<file path="config.mk">
export PLATFORM = sky130hd
export DESIGN_NAME = ddr_sr_ctrl
export DESIGN_NICKNAME = d
export VERILOG_FILES = /design/src/ddr_sr_pkg.sv /design/src/ddr_sr_ctrl.sv /design/src/wait_counter.sv
export SDC_FILE = /design/constraint.sdc
export NUM_CORES = 1
export LEC_CHECK = 0
export BUFFER_PORTS_ARGS = -buffer_cell sky130_fd_sc_hd__buf_2
export CAP_MARGIN = 15
export CORE_ASPECT_RATIO = 1.75
export CORE_MARGIN = 5
export CORE_UTILIZATION = 45
export CTS_CLUSTER_DIAMETER = 150
export CTS_CLUSTER_SIZE = 25
export DETAILED_ROUTE_END_ITERATION = 7
export PLACE_DENSITY = 0.64
export SLEW_MARGIN = 20
export SYNTH_ARGS = -nofsm -noshare
export SYNTH_HDL_FRONTEND = slang
export SYNTH_SLANG_ARGS = --single-unit
</file>
<file path="constraint.sdc">
create_clock -name clk_i -period 3.8 [get_ports clk_i]
set_clock_uncertainty 0.2 [all_clocks]
set_input_delay 0.76 -clock clk_i [delete_from_list [all_inputs] [get_ports clk_i]]
set_output_delay 0.76 -clock clk_i [all_outputs]
set_load 0.1 [all_outputs]
</file>
<file path="src/ddr_sr_pkg.sv">
// constants and types shared by the self-refresh and start timing block
package ddr_sr_pkg;
   // register byte offsets
   localparam logic [7:0] CTRL_OFF = 8'h00;
   localparam logic [7:0] TIMING_OFF = 8'h04;
   localparam logic [7:0] DLL_OFF = 8'h08;
   localparam logic [7:0] TXSR_OFF = 8'h0C;
   localparam logic [7:0] STATE_OFF = 8'h10;
   localparam logic [7:0] INT_STAT_OFF = 8'h14;
   localparam logic [7:0] INT_MASK_OFF = 8'h18;
   // control register bits
   localparam int ACT_BIT = 0;
   localparam int SRREQ_BIT = 1;
   localparam int APFLAG_BIT = 2;
   // timing register fields
   localparam int TCKE_LSB = 0;
   localparam int TDAL_LSB = 4;
   localparam int TEMRS_LSB = 8;
   // interrupt bits
   localparam int INT_INIT_DONE = 0;
   localparam int INT_SR_ENTERED = 1;
   localparam int INT_SR_EXITED = 2;
   localparam int INT_W = 3;
   // reset values
   localparam logic [2:0] TCKE_RST = 3'h3;
   localparam logic [3:0] TDAL_RST = 4'h4;
   localparam logic [1:0] TEMRS_RST = 2'h2;
   localparam logic [15:0] TDLL_RST = 16'h00C8;
   localparam logic [7:0] TXSR_RST = 8'hC8;
   localparam logic [2:0] CKE_CNT_MAX = 3'h7;
   // dram command codes
   localparam logic [2:0] CMD_NOP = 3'h0;
   localparam logic [2:0] CMD_PRECHARGE_ALL = 3'h1;
   localparam logic [2:0] CMD_SELF_REFRESH = 3'h2;
   localparam logic [2:0] CMD_EXT_MODE_SET = 3'h3;
   localparam logic [2:0] CMD_MODE_SET_DLL = 3'h4;
   typedef enum logic [3:0] {
      S_OFF, S_INIT_PRE, S_INIT_EMRS, S_EMRS_WAIT, S_INIT_MRS, S_DLL_WAIT,
      S_RUN, S_SR_DRAIN, S_SR_PRE, S_SR_CMD, S_SR_CKE, S_SR_HOLD,
      S_SR_EXIT, S_SR_XSR, S_SR_DLL
   } seq_state_t;
endpackage

</file>
<file path="src/ddr_sr_ctrl.sv">
// self-refresh, activation and start timing sequencer with avalon registers
// How it works
// self-refresh request finishes burst, precharges all, self-refreshes, drops cke
// dram stays in self-refresh until the request bit is written back to 0
// exit waits the self-refresh exit time and then the dll lock time
// queue is only held during self-refresh, so work resumes where it stopped
// after pin entry the host must clear the request bit to leave
// while activate is 0 no commands go out and only registers respond; here a 0 written after start does not stop the sequencer
// activate 1 starts dram initialization, then system requests are accepted
// host waits for the init-done interrupt bit before sending transactions
// every cke level is held at least the programmed minimum pulse cycles
// with auto-precharge on, writes are followed by the programmed recovery wait
// host must program a nonzero auto-precharge write recovery value
// dll lock time counts programmed cycles before the dll is trusted
// after extended mode set the programmed cycles pass before next command
// self-refresh entry pin sets the request bit seen by software
//
// The implementer's own choices: the placing of the registers and the Avalon-MM register port.
module ddr_sr_ctrl (
   input wire logic clk_i,
   input wire logic rst_i,
   input wire logic [7:0] avs_address_i,
   input wire logic avs_read_i,
   input wire logic avs_write_i,
   input wire logic [31:0] avs_writedata_i,
   input wire logic [3:0] avs_byteenable_i,
   output logic [31:0] avs_readdata_o,
   output logic avs_waitrequest_o,
   input wire logic sr_enter_pin_i,
   input wire logic burst_busy_i,
   input wire logic wr_autoprecharge_i,
   output logic cke_o,
   output logic [2:0] dram_cmd_o,
   output logic queue_hold_o,
   output logic sys_ready_o,
   output logic ap_recovery_busy_o,
   output logic irq_o
);
   typedef struct packed {
      logic waitreq;
      logic [31:0] rdata;
      logic activate;
      logic srreq;
      logic apflag;
      logic [2:0] tcke;
      logic [3:0] tdal;
      logic [1:0] temrs;
      logic [15:0] tdll;
      logic [7:0] txsr;
      logic [ddr_sr_pkg::INT_W-1:0] ist;
      logic [ddr_sr_pkg::INT_W-1:0] imask;
      logic irq;
      ddr_sr_pkg::seq_state_t state;
      logic cke;
      logic [2:0] cke_cnt;
      logic [2:0] cmd;
      logic hold;
      logic ready;
      logic pin_meta;
      logic pin_sync;
      logic pin_prev;
   } ctrl_state_t;

   ctrl_state_t cur_ff;
   ctrl_state_t nxt_cur;
   logic seq_load;
   logic [15:0] seq_value;
   logic seq_busy;
   logic ap_load;
   logic ap_busy;

   function automatic logic [31:0] be_merge(input logic [31:0] old,
                                            input logic [31:0] wd,
                                            input logic [3:0] be);
      logic [31:0] m;
      m = {{8{be[3]}}, {8{be[2]}}, {8{be[1]}}, {8{be[0]}}};
      return (old & ~m) | (wd & m);
   endfunction

   wait_counter #(.W(16)) seq_wait (
      .clk_i(clk_i),
      .rst_i(rst_i),
      .load_i(seq_load),
      .value_i(seq_value),
      .busy_o(seq_busy)
   );

   wait_counter #(.W(4)) ap_wait (
      .clk_i(clk_i),
      .rst_i(rst_i),
      .load_i(ap_load),
      .value_i(cur_ff.tdal),
      .busy_o(ap_busy)
   );

   // recovery wait is armed by each write with auto-precharge while enabled and in S_RUN
   assign ap_load = cur_ff.apflag && wr_autoprecharge_i
                    && cur_ff.state == ddr_sr_pkg::S_RUN;

   always_comb
   begin
      logic req;
      logic accept;
      logic [31:0] wdm;
      logic [ddr_sr_pkg::INT_W-1:0] ev;
      logic cke_may_move;
      logic want_cke;
      req = 1'b0;
      accept = 1'b0;
      wdm = '0;
      ev = '0;
      cke_may_move = 1'b0;
      want_cke = 1'b0;
      nxt_cur = cur_ff;
      seq_load = 1'b0;
      seq_value = '0;
      // pin synchroniser and rising-edge detect on the settled copy
      nxt_cur.pin_meta = sr_enter_pin_i;
      nxt_cur.pin_sync = cur_ff.pin_meta;
      nxt_cur.pin_prev = cur_ff.pin_sync;
      // bus slave: one wait cycle, then waitrequest low for one cycle
      req = avs_read_i || avs_write_i;
      accept = req && !cur_ff.waitreq;
      nxt_cur.waitreq = 1'b1;
      if (req && cur_ff.waitreq)
      begin
         nxt_cur.waitreq = 1'b0;
         nxt_cur.rdata = '0;
         unique case (avs_address_i)
            ddr_sr_pkg::CTRL_OFF:
            begin
               nxt_cur.rdata[ddr_sr_pkg::ACT_BIT] = cur_ff.activate;
               nxt_cur.rdata[ddr_sr_pkg::SRREQ_BIT] = cur_ff.srreq;
               nxt_cur.rdata[ddr_sr_pkg::APFLAG_BIT] = cur_ff.apflag;
            end
            ddr_sr_pkg::TIMING_OFF:
            begin
               nxt_cur.rdata[ddr_sr_pkg::TCKE_LSB +: 3] = cur_ff.tcke;
               nxt_cur.rdata[ddr_sr_pkg::TDAL_LSB +: 4] = cur_ff.tdal;
               nxt_cur.rdata[ddr_sr_pkg::TEMRS_LSB +: 2] = cur_ff.temrs;
            end
            ddr_sr_pkg::DLL_OFF: nxt_cur.rdata[15:0] = cur_ff.tdll;
            ddr_sr_pkg::TXSR_OFF: nxt_cur.rdata[7:0] = cur_ff.txsr;
            ddr_sr_pkg::STATE_OFF:
               nxt_cur.rdata[7:0] = {ap_busy, cur_ff.cke, cur_ff.ready,
                                     cur_ff.state == ddr_sr_pkg::S_SR_HOLD,
                                     4'(cur_ff.state)};
            ddr_sr_pkg::INT_STAT_OFF:
               nxt_cur.rdata[ddr_sr_pkg::INT_W-1:0] = cur_ff.ist;
            ddr_sr_pkg::INT_MASK_OFF:
               nxt_cur.rdata[ddr_sr_pkg::INT_W-1:0] = cur_ff.imask;
            default: nxt_cur.rdata = '0;
         endcase
      end
      if (accept && avs_write_i)
      begin
         unique case (avs_address_i)
            ddr_sr_pkg::CTRL_OFF:
            begin
               wdm = be_merge({29'h0, cur_ff.apflag, cur_ff.srreq,
                               cur_ff.activate}, avs_writedata_i,
                              avs_byteenable_i);
               nxt_cur.activate = wdm[ddr_sr_pkg::ACT_BIT];
               nxt_cur.srreq = wdm[ddr_sr_pkg::SRREQ_BIT];
               nxt_cur.apflag = wdm[ddr_sr_pkg::APFLAG_BIT];
            end
            ddr_sr_pkg::TIMING_OFF:
            begin
               wdm = be_merge({22'h0, cur_ff.temrs, cur_ff.tdal, 1'b0,
                               cur_ff.tcke}, avs_writedata_i,
                              avs_byteenable_i);
               nxt_cur.tcke = wdm[ddr_sr_pkg::TCKE_LSB +: 3];
               nxt_cur.tdal = wdm[ddr_sr_pkg::TDAL_LSB +: 4];
               nxt_cur.temrs = wdm[ddr_sr_pkg::TEMRS_LSB +: 2];
            end
            ddr_sr_pkg::DLL_OFF:
            begin
               wdm = be_merge({16'h0, cur_ff.tdll}, avs_writedata_i,
                              avs_byteenable_i);
               nxt_cur.tdll = wdm[15:0];
            end
            ddr_sr_pkg::TXSR_OFF:
            begin
               wdm = be_merge({24'h0, cur_ff.txsr}, avs_writedata_i,
                              avs_byteenable_i);
               nxt_cur.txsr = wdm[7:0];
            end
            ddr_sr_pkg::INT_STAT_OFF:
               if (avs_byteenable_i[0])
                  nxt_cur.ist = cur_ff.ist
                                & ~avs_writedata_i[ddr_sr_pkg::INT_W-1:0];
            ddr_sr_pkg::INT_MASK_OFF:
               if (avs_byteenable_i[0])
                  nxt_cur.imask = avs_writedata_i[ddr_sr_pkg::INT_W-1:0];
            default: ;
         endcase
      end
      // pin entry is only honoured once the controller is active
      if (cur_ff.activate && cur_ff.pin_sync && !cur_ff.pin_prev)
         nxt_cur.srreq = 1'b1;
      // cke may only change once the current level is old enough
      if (cur_ff.cke_cnt >= cur_ff.tcke)
         cke_may_move = 1'b1;
      want_cke = cur_ff.cke;
      nxt_cur.cmd = ddr_sr_pkg::CMD_NOP;
      unique case (cur_ff.state)
         ddr_sr_pkg::S_OFF:
         begin
            nxt_cur.ready = 1'b0;
            if (cur_ff.activate)
               nxt_cur.state = ddr_sr_pkg::S_INIT_PRE;
         end
         ddr_sr_pkg::S_INIT_PRE:
         begin
            want_cke = 1'b1;
            if (cur_ff.cke && cke_may_move)
            begin
               nxt_cur.cmd = ddr_sr_pkg::CMD_PRECHARGE_ALL;
               nxt_cur.state = ddr_sr_pkg::S_INIT_EMRS;
            end
         end
         ddr_sr_pkg::S_INIT_EMRS:
         begin
            nxt_cur.cmd = ddr_sr_pkg::CMD_EXT_MODE_SET;
            seq_load = 1'b1;
            seq_value = {14'h0, cur_ff.temrs};
            nxt_cur.state = ddr_sr_pkg::S_EMRS_WAIT;
         end
         ddr_sr_pkg::S_EMRS_WAIT:
            if (!seq_busy)
               nxt_cur.state = ddr_sr_pkg::S_INIT_MRS;
         ddr_sr_pkg::S_INIT_MRS:
         begin
            nxt_cur.cmd = ddr_sr_pkg::CMD_MODE_SET_DLL;
            seq_load = 1'b1;
            seq_value = cur_ff.tdll;
            nxt_cur.state = ddr_sr_pkg::S_DLL_WAIT;
         end
         ddr_sr_pkg::S_DLL_WAIT:
            if (!seq_busy)
            begin
               ev[ddr_sr_pkg::INT_INIT_DONE] = 1'b1;
               nxt_cur.ready = 1'b1;
               nxt_cur.state = ddr_sr_pkg::S_RUN;
            end
         ddr_sr_pkg::S_RUN:
            if (cur_ff.srreq)
            begin
               nxt_cur.hold = 1'b1;
               nxt_cur.state = ddr_sr_pkg::S_SR_DRAIN;
            end
         ddr_sr_pkg::S_SR_DRAIN:
            // the burst in flight ends and the recovery wait runs out first
            if (!burst_busy_i && !ap_busy)
               nxt_cur.state = ddr_sr_pkg::S_SR_PRE;
         ddr_sr_pkg::S_SR_PRE:
         begin
            nxt_cur.cmd = ddr_sr_pkg::CMD_PRECHARGE_ALL;
            nxt_cur.state = ddr_sr_pkg::S_SR_CMD;
         end
         ddr_sr_pkg::S_SR_CMD:
         begin
            nxt_cur.cmd = ddr_sr_pkg::CMD_SELF_REFRESH;
            nxt_cur.state = ddr_sr_pkg::S_SR_CKE;
         end
         ddr_sr_pkg::S_SR_CKE:
         begin
            want_cke = 1'b0;
            if (!cur_ff.cke)
            begin
               ev[ddr_sr_pkg::INT_SR_ENTERED] = 1'b1;
               nxt_cur.state = ddr_sr_pkg::S_SR_HOLD;
            end
         end
         ddr_sr_pkg::S_SR_HOLD:
            if (!cur_ff.srreq)
               nxt_cur.state = ddr_sr_pkg::S_SR_EXIT;
         ddr_sr_pkg::S_SR_EXIT:
         begin
            want_cke = 1'b1;
            if (cur_ff.cke)
            begin
               seq_load = 1'b1;
               seq_value = {8'h0, cur_ff.txsr};
               nxt_cur.state = ddr_sr_pkg::S_SR_XSR;
            end
         end
         ddr_sr_pkg::S_SR_XSR:
            if (!seq_busy)
            begin
               seq_load = 1'b1;
               seq_value = cur_ff.tdll;
               nxt_cur.state = ddr_sr_pkg::S_SR_DLL;
            end
         ddr_sr_pkg::S_SR_DLL:
            if (!seq_busy)
            begin
               ev[ddr_sr_pkg::INT_SR_EXITED] = 1'b1;
               nxt_cur.hold = 1'b0;
               nxt_cur.state = ddr_sr_pkg::S_RUN;
            end
      endcase
      // cke follows the sequencer only when the pulse width allows it
      if (want_cke != cur_ff.cke && cke_may_move)
      begin
         nxt_cur.cke = want_cke;
         nxt_cur.cke_cnt = 3'h1;
      end
      else if (cur_ff.cke_cnt != ddr_sr_pkg::CKE_CNT_MAX)
         nxt_cur.cke_cnt = cur_ff.cke_cnt + 3'h1;
      // a hardware event beats a software clear in the same cycle
      nxt_cur.ist = nxt_cur.ist | ev;
      nxt_cur.irq = |(nxt_cur.ist & nxt_cur.imask);
   end
   always_ff @(posedge clk_i or posedge rst_i)
   begin
      if (rst_i)
      begin
         cur_ff <= '{waitreq: 1'b1, rdata: 32'h0, activate: 1'b0,
                     srreq: 1'b0, apflag: 1'b0,
                     tcke: ddr_sr_pkg::TCKE_RST, tdal: ddr_sr_pkg::TDAL_RST,
                     temrs: ddr_sr_pkg::TEMRS_RST,
                     tdll: ddr_sr_pkg::TDLL_RST, txsr: ddr_sr_pkg::TXSR_RST,
                     ist: '0, imask: '0, irq: 1'b0,
                     state: ddr_sr_pkg::S_OFF, cke: 1'b0,
                     cke_cnt: ddr_sr_pkg::CKE_CNT_MAX,
                     cmd: ddr_sr_pkg::CMD_NOP, hold: 1'b0, ready: 1'b0,
                     pin_meta: 1'b0, pin_sync: 1'b0, pin_prev: 1'b0};
      end
      else
      begin
         cur_ff <= nxt_cur;
      end
   end
   assign avs_readdata_o = cur_ff.rdata;
   assign avs_waitrequest_o = cur_ff.waitreq;
   assign cke_o = cur_ff.cke;
   assign dram_cmd_o = cur_ff.cmd;
   assign queue_hold_o = cur_ff.hold;
   assign sys_ready_o = cur_ff.ready;
   assign ap_recovery_busy_o = ap_busy;
   assign irq_o = cur_ff.irq;
endmodule

</file>
<file path="src/wait_counter.sv">
// loadable down counter whose busy flag stands for exactly the loaded count
module wait_counter #(
   parameter int W = 16
) (
   input wire logic clk_i,
   input wire logic rst_i,
   input wire logic load_i,
   input wire logic [W-1:0] value_i,
   output logic busy_o
);
   typedef struct packed {
      logic [W-1:0] cnt;
      logic busy;
   } cnt_state_t;

   cnt_state_t cur_ff;
   cnt_state_t nxt_cur;

   always_comb
   begin
      nxt_cur = cur_ff;
      if (load_i)
      begin
         nxt_cur.cnt = value_i;
         nxt_cur.busy = (value_i != '0);
      end
      else if (cur_ff.cnt > W'(1))
      begin
         nxt_cur.cnt = cur_ff.cnt - W'(1);
      end
      else
      begin
         nxt_cur.cnt = '0;
         nxt_cur.busy = 1'b0;
      end
   end

   always_ff @(posedge clk_i or posedge rst_i)
   begin
      if (rst_i)
      begin
         cur_ff <= '0;
      end
      else
      begin
         cur_ff <= nxt_cur;
      end
   end

   assign busy_o = cur_ff.busy;
endmodule
</file>
Yosys cells after proc, flatten, opt, wreduce, memory -nomap -nowiden
Index checks and enable logic that the tools add are counted.
{"block": "classes", "add_sub_neg": 3, "magnitude_cmp": 3, "n_eq_ne": 36, "muxes": 54, "bitwise_logic": 14, "reduce_logical": 36}
{"operator": "16-bit one-hot mux with 4 select lines", "n": 1}
{"operator": "4-bit one-hot mux with 14 select lines", "n": 1}
{"operator": "16-bit two-way mux", "n": 3}
{"operator": "4-bit two-way mux", "n": 11}
{"operator": "41-bit two-way mux", "n": 1}
{"operator": "33-bit two-way mux", "n": 1}
{"operator": "16-bit AND", "n": 2}
{"operator": "4-bit == test (second input constant)", "n": 7}
{"operator": "2-bit != test (second input constant)", "n": 14}
{"operator": "8-bit by 5-bit == test with 1-bit output (second input constant)", "n": 3}
{"operator": "3-bit one-hot mux with 7 select lines", "n": 1}
{"operator": "3-bit two-way mux", "n": 6}
{"operator": "17-bit two-way mux", "n": 1}
{"operator": "4-bit by 3-bit == test with 1-bit output (second input constant)", "n": 4}
{"operator": "8-bit by 4-bit == test with 1-bit output (second input constant)", "n": 2}
{"operator": "16-bit by 1-bit > comparator with 1-bit output (second input constant)", "n": 1}
{"operator": "8-bit two-way mux", "n": 2}
{"operator": "16-bit inverter", "n": 1}
{"operator": "16-bit OR", "n": 1}
{"operator": "4-bit one-hot mux with 4 select lines", "n": 1}
{"operator": "16-bit nonzero test", "n": 1}
{"operator": "16-bit by 1-bit subtractor with 16-bit output (second input constant)", "n": 1}
{"operator": "3-bit one-hot mux with 5 select lines", "n": 1}
{"operator": "1-bit two-way mux", "n": 14}
{"operator": "35 further kinds", "n": 65}
{"block": "totals", "register_bits": 98, "out_inout_bits": 41}

Logic depth before layout (Yosys ltp)
{"block": "logic_depth", "depth_word": 8, "ltp_mapped": 7, "ltp_nobuf": 7}

Cells and area by module
A second synthesis with hierarchy kept.
{"block": "hier_totals", "cells_unflattened": 540, "area_unflattened_um2": 5530.3}
{"module": "ddr_sr_ctrl", "instances": 1, "cells_each": 401, "area_each_um2": 4210.3, "seq_area_each_um2": 1919.3}
{"module": "wait_counter (seq_wait)", "instances": 1, "cells_each": 111, "area_each_um2": 1052.3, "seq_area_each_um2": 425.4}
{"module": "wait_counter (ap_wait)", "instances": 1, "cells_each": 28, "area_each_um2": 267.8, "seq_area_each_um2": 125.1}

Worst setup path after synthesis
No wires, ideal clock.
{"block": "synth_path", "kind": "input to register", "start": "in avs_address_i[5]", "end": "reg cur_ff, in the netlist irq_o", "setup_time_ns": 0.126, "arrival_time_ns": 2.273, "required_ns": 3.474, "setup_slack_ns": 1.201, "stages": 6, "path_cell_list": "or3_4 > buf_6 > nor4_4 > mux2_2 > o21a_1 > a221o_1"}
{"item": "start: declaration", "line": "ddr_sr_ctrl.sv:22", "rtl": "input wire logic [7:0] avs_address_i,"}
{"item": "end signal: assignment", "line": "ddr_sr_ctrl.sv:319", "rtl": "cur_ff <= '{waitreq: 1'b1, rdata: 32'h0, activate: 1'b0,"}
{"item": "end signal: assignment", "line": "ddr_sr_ctrl.sv:332", "rtl": "cur_ff <= nxt_cur;"}
{"item": "end: declaration", "line": "ddr_sr_ctrl.sv:64", "rtl": "ctrl_state_t cur_ff;"}

Worst setup path after layout
{"block": "layout_path", "start": "reg cur_ff[15] (netlist bit)", "end": "reg seq_wait.cur_ff, in the netlist seq_wait.busy_o"}
{"block": "layout_between", "elab_chain_len": 4, "elab_cells_between_ends": 10, "classes_between": "5 x eq/ne; 3 x mux; 2 x reduce/logical"}
{"item": "4-bit == test (tied with other cells)", "line": "ddr_sr_ctrl.sv:206", "rtl": "unique case (cur_ff.state)"}
{"item": "16-bit one-hot mux with 4 select lines / 2-bit OR reduction (equally long branches)"}
{"item": "16-bit nonzero test / 1-bit one-hot mux with 3 select lines (equally long branches)", "line": "wait_counter.sv:25, ddr_sr_ctrl.sv:206"}
{"item": "17-bit two-way mux / 2-bit != test (equally long branches)"}
{"item": "end signal: assignment", "line": "wait_counter.sv:46", "rtl": "cur_ff <= nxt_cur;"}
{"item": "end: declaration", "line": "wait_counter.sv:16", "rtl": "cnt_state_t cur_ff;"}
Several ways; a longest one is shown, not always the timed one.
A chain may end at the register's enable or synchronous reset.

==> results.ini <==
[worst_setup_path]
critPathLaunchType=flip-flop
rrSetupSlack_ps=1020
crit_arrival_ps=2840
critical_path_required_ps=3860
crit_family=simple AND/OR/NAND/NOR gates
rr_endpoint=seq_wait.busy_o
crit_path_top_delay_cell=dfrtp_1
worst_path_largest_cell_delay_ps=910
crit_path_cell_trace=nand2_1 > nor4b_2 > o31a_1 > a21oi_1 > o2111ai_1
rr_worst_depth=5
cp_num_cells=5
path_buf_inv=0
worstSetupEndpointType=flip-flop
criticalPathCategory=flip-flop to flip-flop
reg2reg_from=cur_ff[15]
critical_path_peak_fanout=28

[grt]
vias_in_the_first_global_route=4164
maximum_number_of_pins_on_one_net_before_global_route_repair=85
grt_antenna_before_repair=0
global_route.overflow_total=0
grt_pass1_wl_um=21500
grt_use_total_pct=19.2

[layout]
final_cells=682
finalCoreUtilization_pct=49.2
layout-drive-gt1-share_pct=27.5
finish.net_count=600
area_growth_pct=8.48
antenna_cells=0

[floorplanning]
pin_count=92
floorplan.die_area_um2=14300
initial_utilization_pct=45.4
std_cell_rows=53
die_height_um=155
std_cell_core_area_um2=11900
die-width_um=92.7

[detailed_routing]
dr.pass1.iters=4
wl_per_cell_um=19.5
postRouteAntennaNets=0
dr.first_iter.drc_count=204
remaining_drc_errors=0
dr_total_vias=3938
drt_wl_total_um=13300
number_of_vias_per_cell_after_detailed_routing=5.77

[power_and_ir_drop]
p_per_area_nw_per_um2=633
vdd_ir_drop_max_v=0.000421
power.combinational.fraction_pct=34.0
power.internal_mw=2.20
power.sequential.fraction_pct=41.2
power_leakage_nw=2.66
power.net_switching_mw=1.50
p_sw_share_pct=40.6
clockPowerShare_pct=24.7

[cts]
cts_max_path_buffers=2
cts_hold_buf=0
clock_tree_from_tritoncts=built
cts-root-buf=clkbuf_16
cts_buffers=9
post_cts_resize_count=0
clk_pin_slew_ps=70
numClockSinks=98
post_cts.repair.setup_buffers=0
htreeDepth=3
clock_insertion_delay_worst_skew_ps=350

[synth]
syn_inst=512
synth-async-reset-ratio_pct=100
synth_enable_flop_cells=0
netlist-cell-type-count=72
postSynthRegisterBits=98
synth-warning-count=0
seq_area_frac_synth_pct=45.9
synth.avg_cell_area_um2=10.5
post_synthesis_instance_area_um2=5390
synth_flop_cell=dfrtp_1

[sta]
final_critical_period_ps=2780
slew_viol_final=0
final.period_utilization_pct=73.3
max-slew-margin-rel_pct=38.6
rsz0062_at_grt=no
worstMarginPinSlew_ps=919
report.final.hold_viol_count=0
clock.fmax_mhz=359
setup_viol=0
final.setup.tns_ps=0

[min_path]
hold_path_startpoint=cur_ff[2]
hold_path.class=flip-flop to flip-flop
timing.hold.worst_path_depth=0
timing.hold.worst_endpoint=cur_ff[1]

[run]
cap_violations=0

[placement]
port-buffer-count=57
place_inst=666
place_hpwl_um=9940
gpl.final_weighted_congestion=0.830

[outcome]
outcome=completed

==> Yosys cell counts, types with 4 or more instances <==
master | count | area share, %
o21ai_0 | 34 | 3.2
a22o_1 | 10 | 1.6
buf_4 | 36 | 5.0
dfrtp_1 | 84 | 39
nor3_1 | 18 | 1.7
mux2_2 | 45 | 9.4
ha_1 | 9 | 2.1
dfstp_2 | 14 | 6.8
buf_1 | 5 | 0.35
xnor2_1 | 13 | 2.1
nand4_1 | 4 | 0.46
nand3_1 | 5 | 0.46
and3_1 | 5 | 0.58
xor2_1 | 8 | 1.3
nor4_1 | 10 | 1.2
nor2_1 | 27 | 1.9
a22oi_1 | 14 | 2.0
nor2b_1 | 8 | 0.93
nand2_1 | 40 | 2.8
inv_1 | 13 | 0.91
buf_2 | 4 | 0.37
clkbuf_1 | 11 | 0.77
mux2i_1 | 10 | 1.9
a21oi_1 | 6 | 0.56
nor3b_1 | 4 | 0.56
nand2b_1 | 6 | 0.70
==> per-stage QoR <==
step / total power, mW / instance area, um2 / worst slack (ps) / hold slack, ps
floorplan: 2.53 / 5440 / 301 / 131
global placement: 2.74 / 5540 / 980 / 138
detailed placement: 2.80 / 5540 / 969 / 139
CTS: 3.72 / 5840 / 1070 / 153
global route: 3.93 / 5840 / 755 / 177
finish: 3.70 / 5840 / 1020 / 149
==> power by group through the flow <==
| stage | clock network (mW) | registers [mW] | logic, mW |
|---|---|---|---|
| 2_1_floorplan | 0 | 1.44 | 1.09 |
| 3_3_place_gp | 0 | 1.53 | 1.22 |
| 3_5_place_dp | 0 | 1.54 | 1.26 |
| 4_1_cts | 0.933 | 1.52 | 1.27 |
| 5_1_grt | 0.976 | 1.56 | 1.39 |
| 6_report | 0.915 | 1.52 | 1.26 |
==> logic make-up after synthesis <==
family	share of synthesized area [%]
AND/OR/NAND/NOR	16.2
AO/OA/AOI/OAI	12.5
flip-flops	45.9
buffers and inverters	8.09
multiplexers	11.7
XOR/XNOR	3.42
adder cells (fa/ha/maj)	2.09
other	0.0696
==> cells in the final DEF (no fill, tap or decap), types with 3 or more instances in the layout <==
| master | instances |
|---|---|
| nor2_1 | 27 |
| o211ai_1 | 3 |
| mux2i_1 | 10 |
| o21ai_0 | 34 |
| a32o_1 | 3 |
| nor3_1 | 18 |
| a22o_1 | 10 |
| o21a_1 | 3 |
| ha_1 | 9 |
| a22oi_1 | 14 |
| mux2_2 | 45 |
| nor2b_1 | 8 |
| buf_4 | 4 |
| or4_1 | 3 |
| nor4_1 | 10 |
| clkbuf_16 | 9 |
| a21oi_1 | 6 |
| and3_1 | 5 |
| nand2_1 | 40 |
| nand3_1 | 5 |
| buf_2 | 57 |
| nand2b_1 | 6 |
| or2_2 | 3 |
| xor2_1 | 8 |
| dfrtp_1 | 84 |
| o31ai_1 | 3 |
| inv_1 | 12 |
| a31oi_1 | 3 |
| conb_1 | 16 |
| xnor2_1 | 13 |
| nor3b_1 | 4 |
| dfstp_2 | 14 |
| nand4_1 | 4 |
==> cell type report <==
| class | instances | area [um2] |
|---|---|---|
| fill | 1093 | 6030 |
| multi-input combinational | 357 | 2540 |
| sequential | 98 | 2470 |
| timing repair buffer | 61 | 315 |
| clock buffer | 11 | 233 |
| tap | 137 | 171 |
| clock inverter | 5 | 62.6 |
| inverter | 13 | 53.8 |
==> metal layers <==
layer  GRT usage (%)  routed length [um]
met1            21.0                4920
met2            34.8                7210
met3            3.11                 560
met4            10.8                 590
met5               0                   0
==> worst max-delay path by stage <==
stage / start / to / slack [ps]
floorplan: rst_i / async pin / 300
global placement: avs_address_i[4] / flip-flop / 980
detailed placement: avs_address_i[4] / flip-flop / 970
CTS: cur_ff[15] / seq_wait.busy_o / 1070
global route: cur_ff[15] / seq_wait.busy_o / 760
finish: cur_ff[15] / seq_wait.busy_o / 1020
Power figures use the tool's default switching activity.
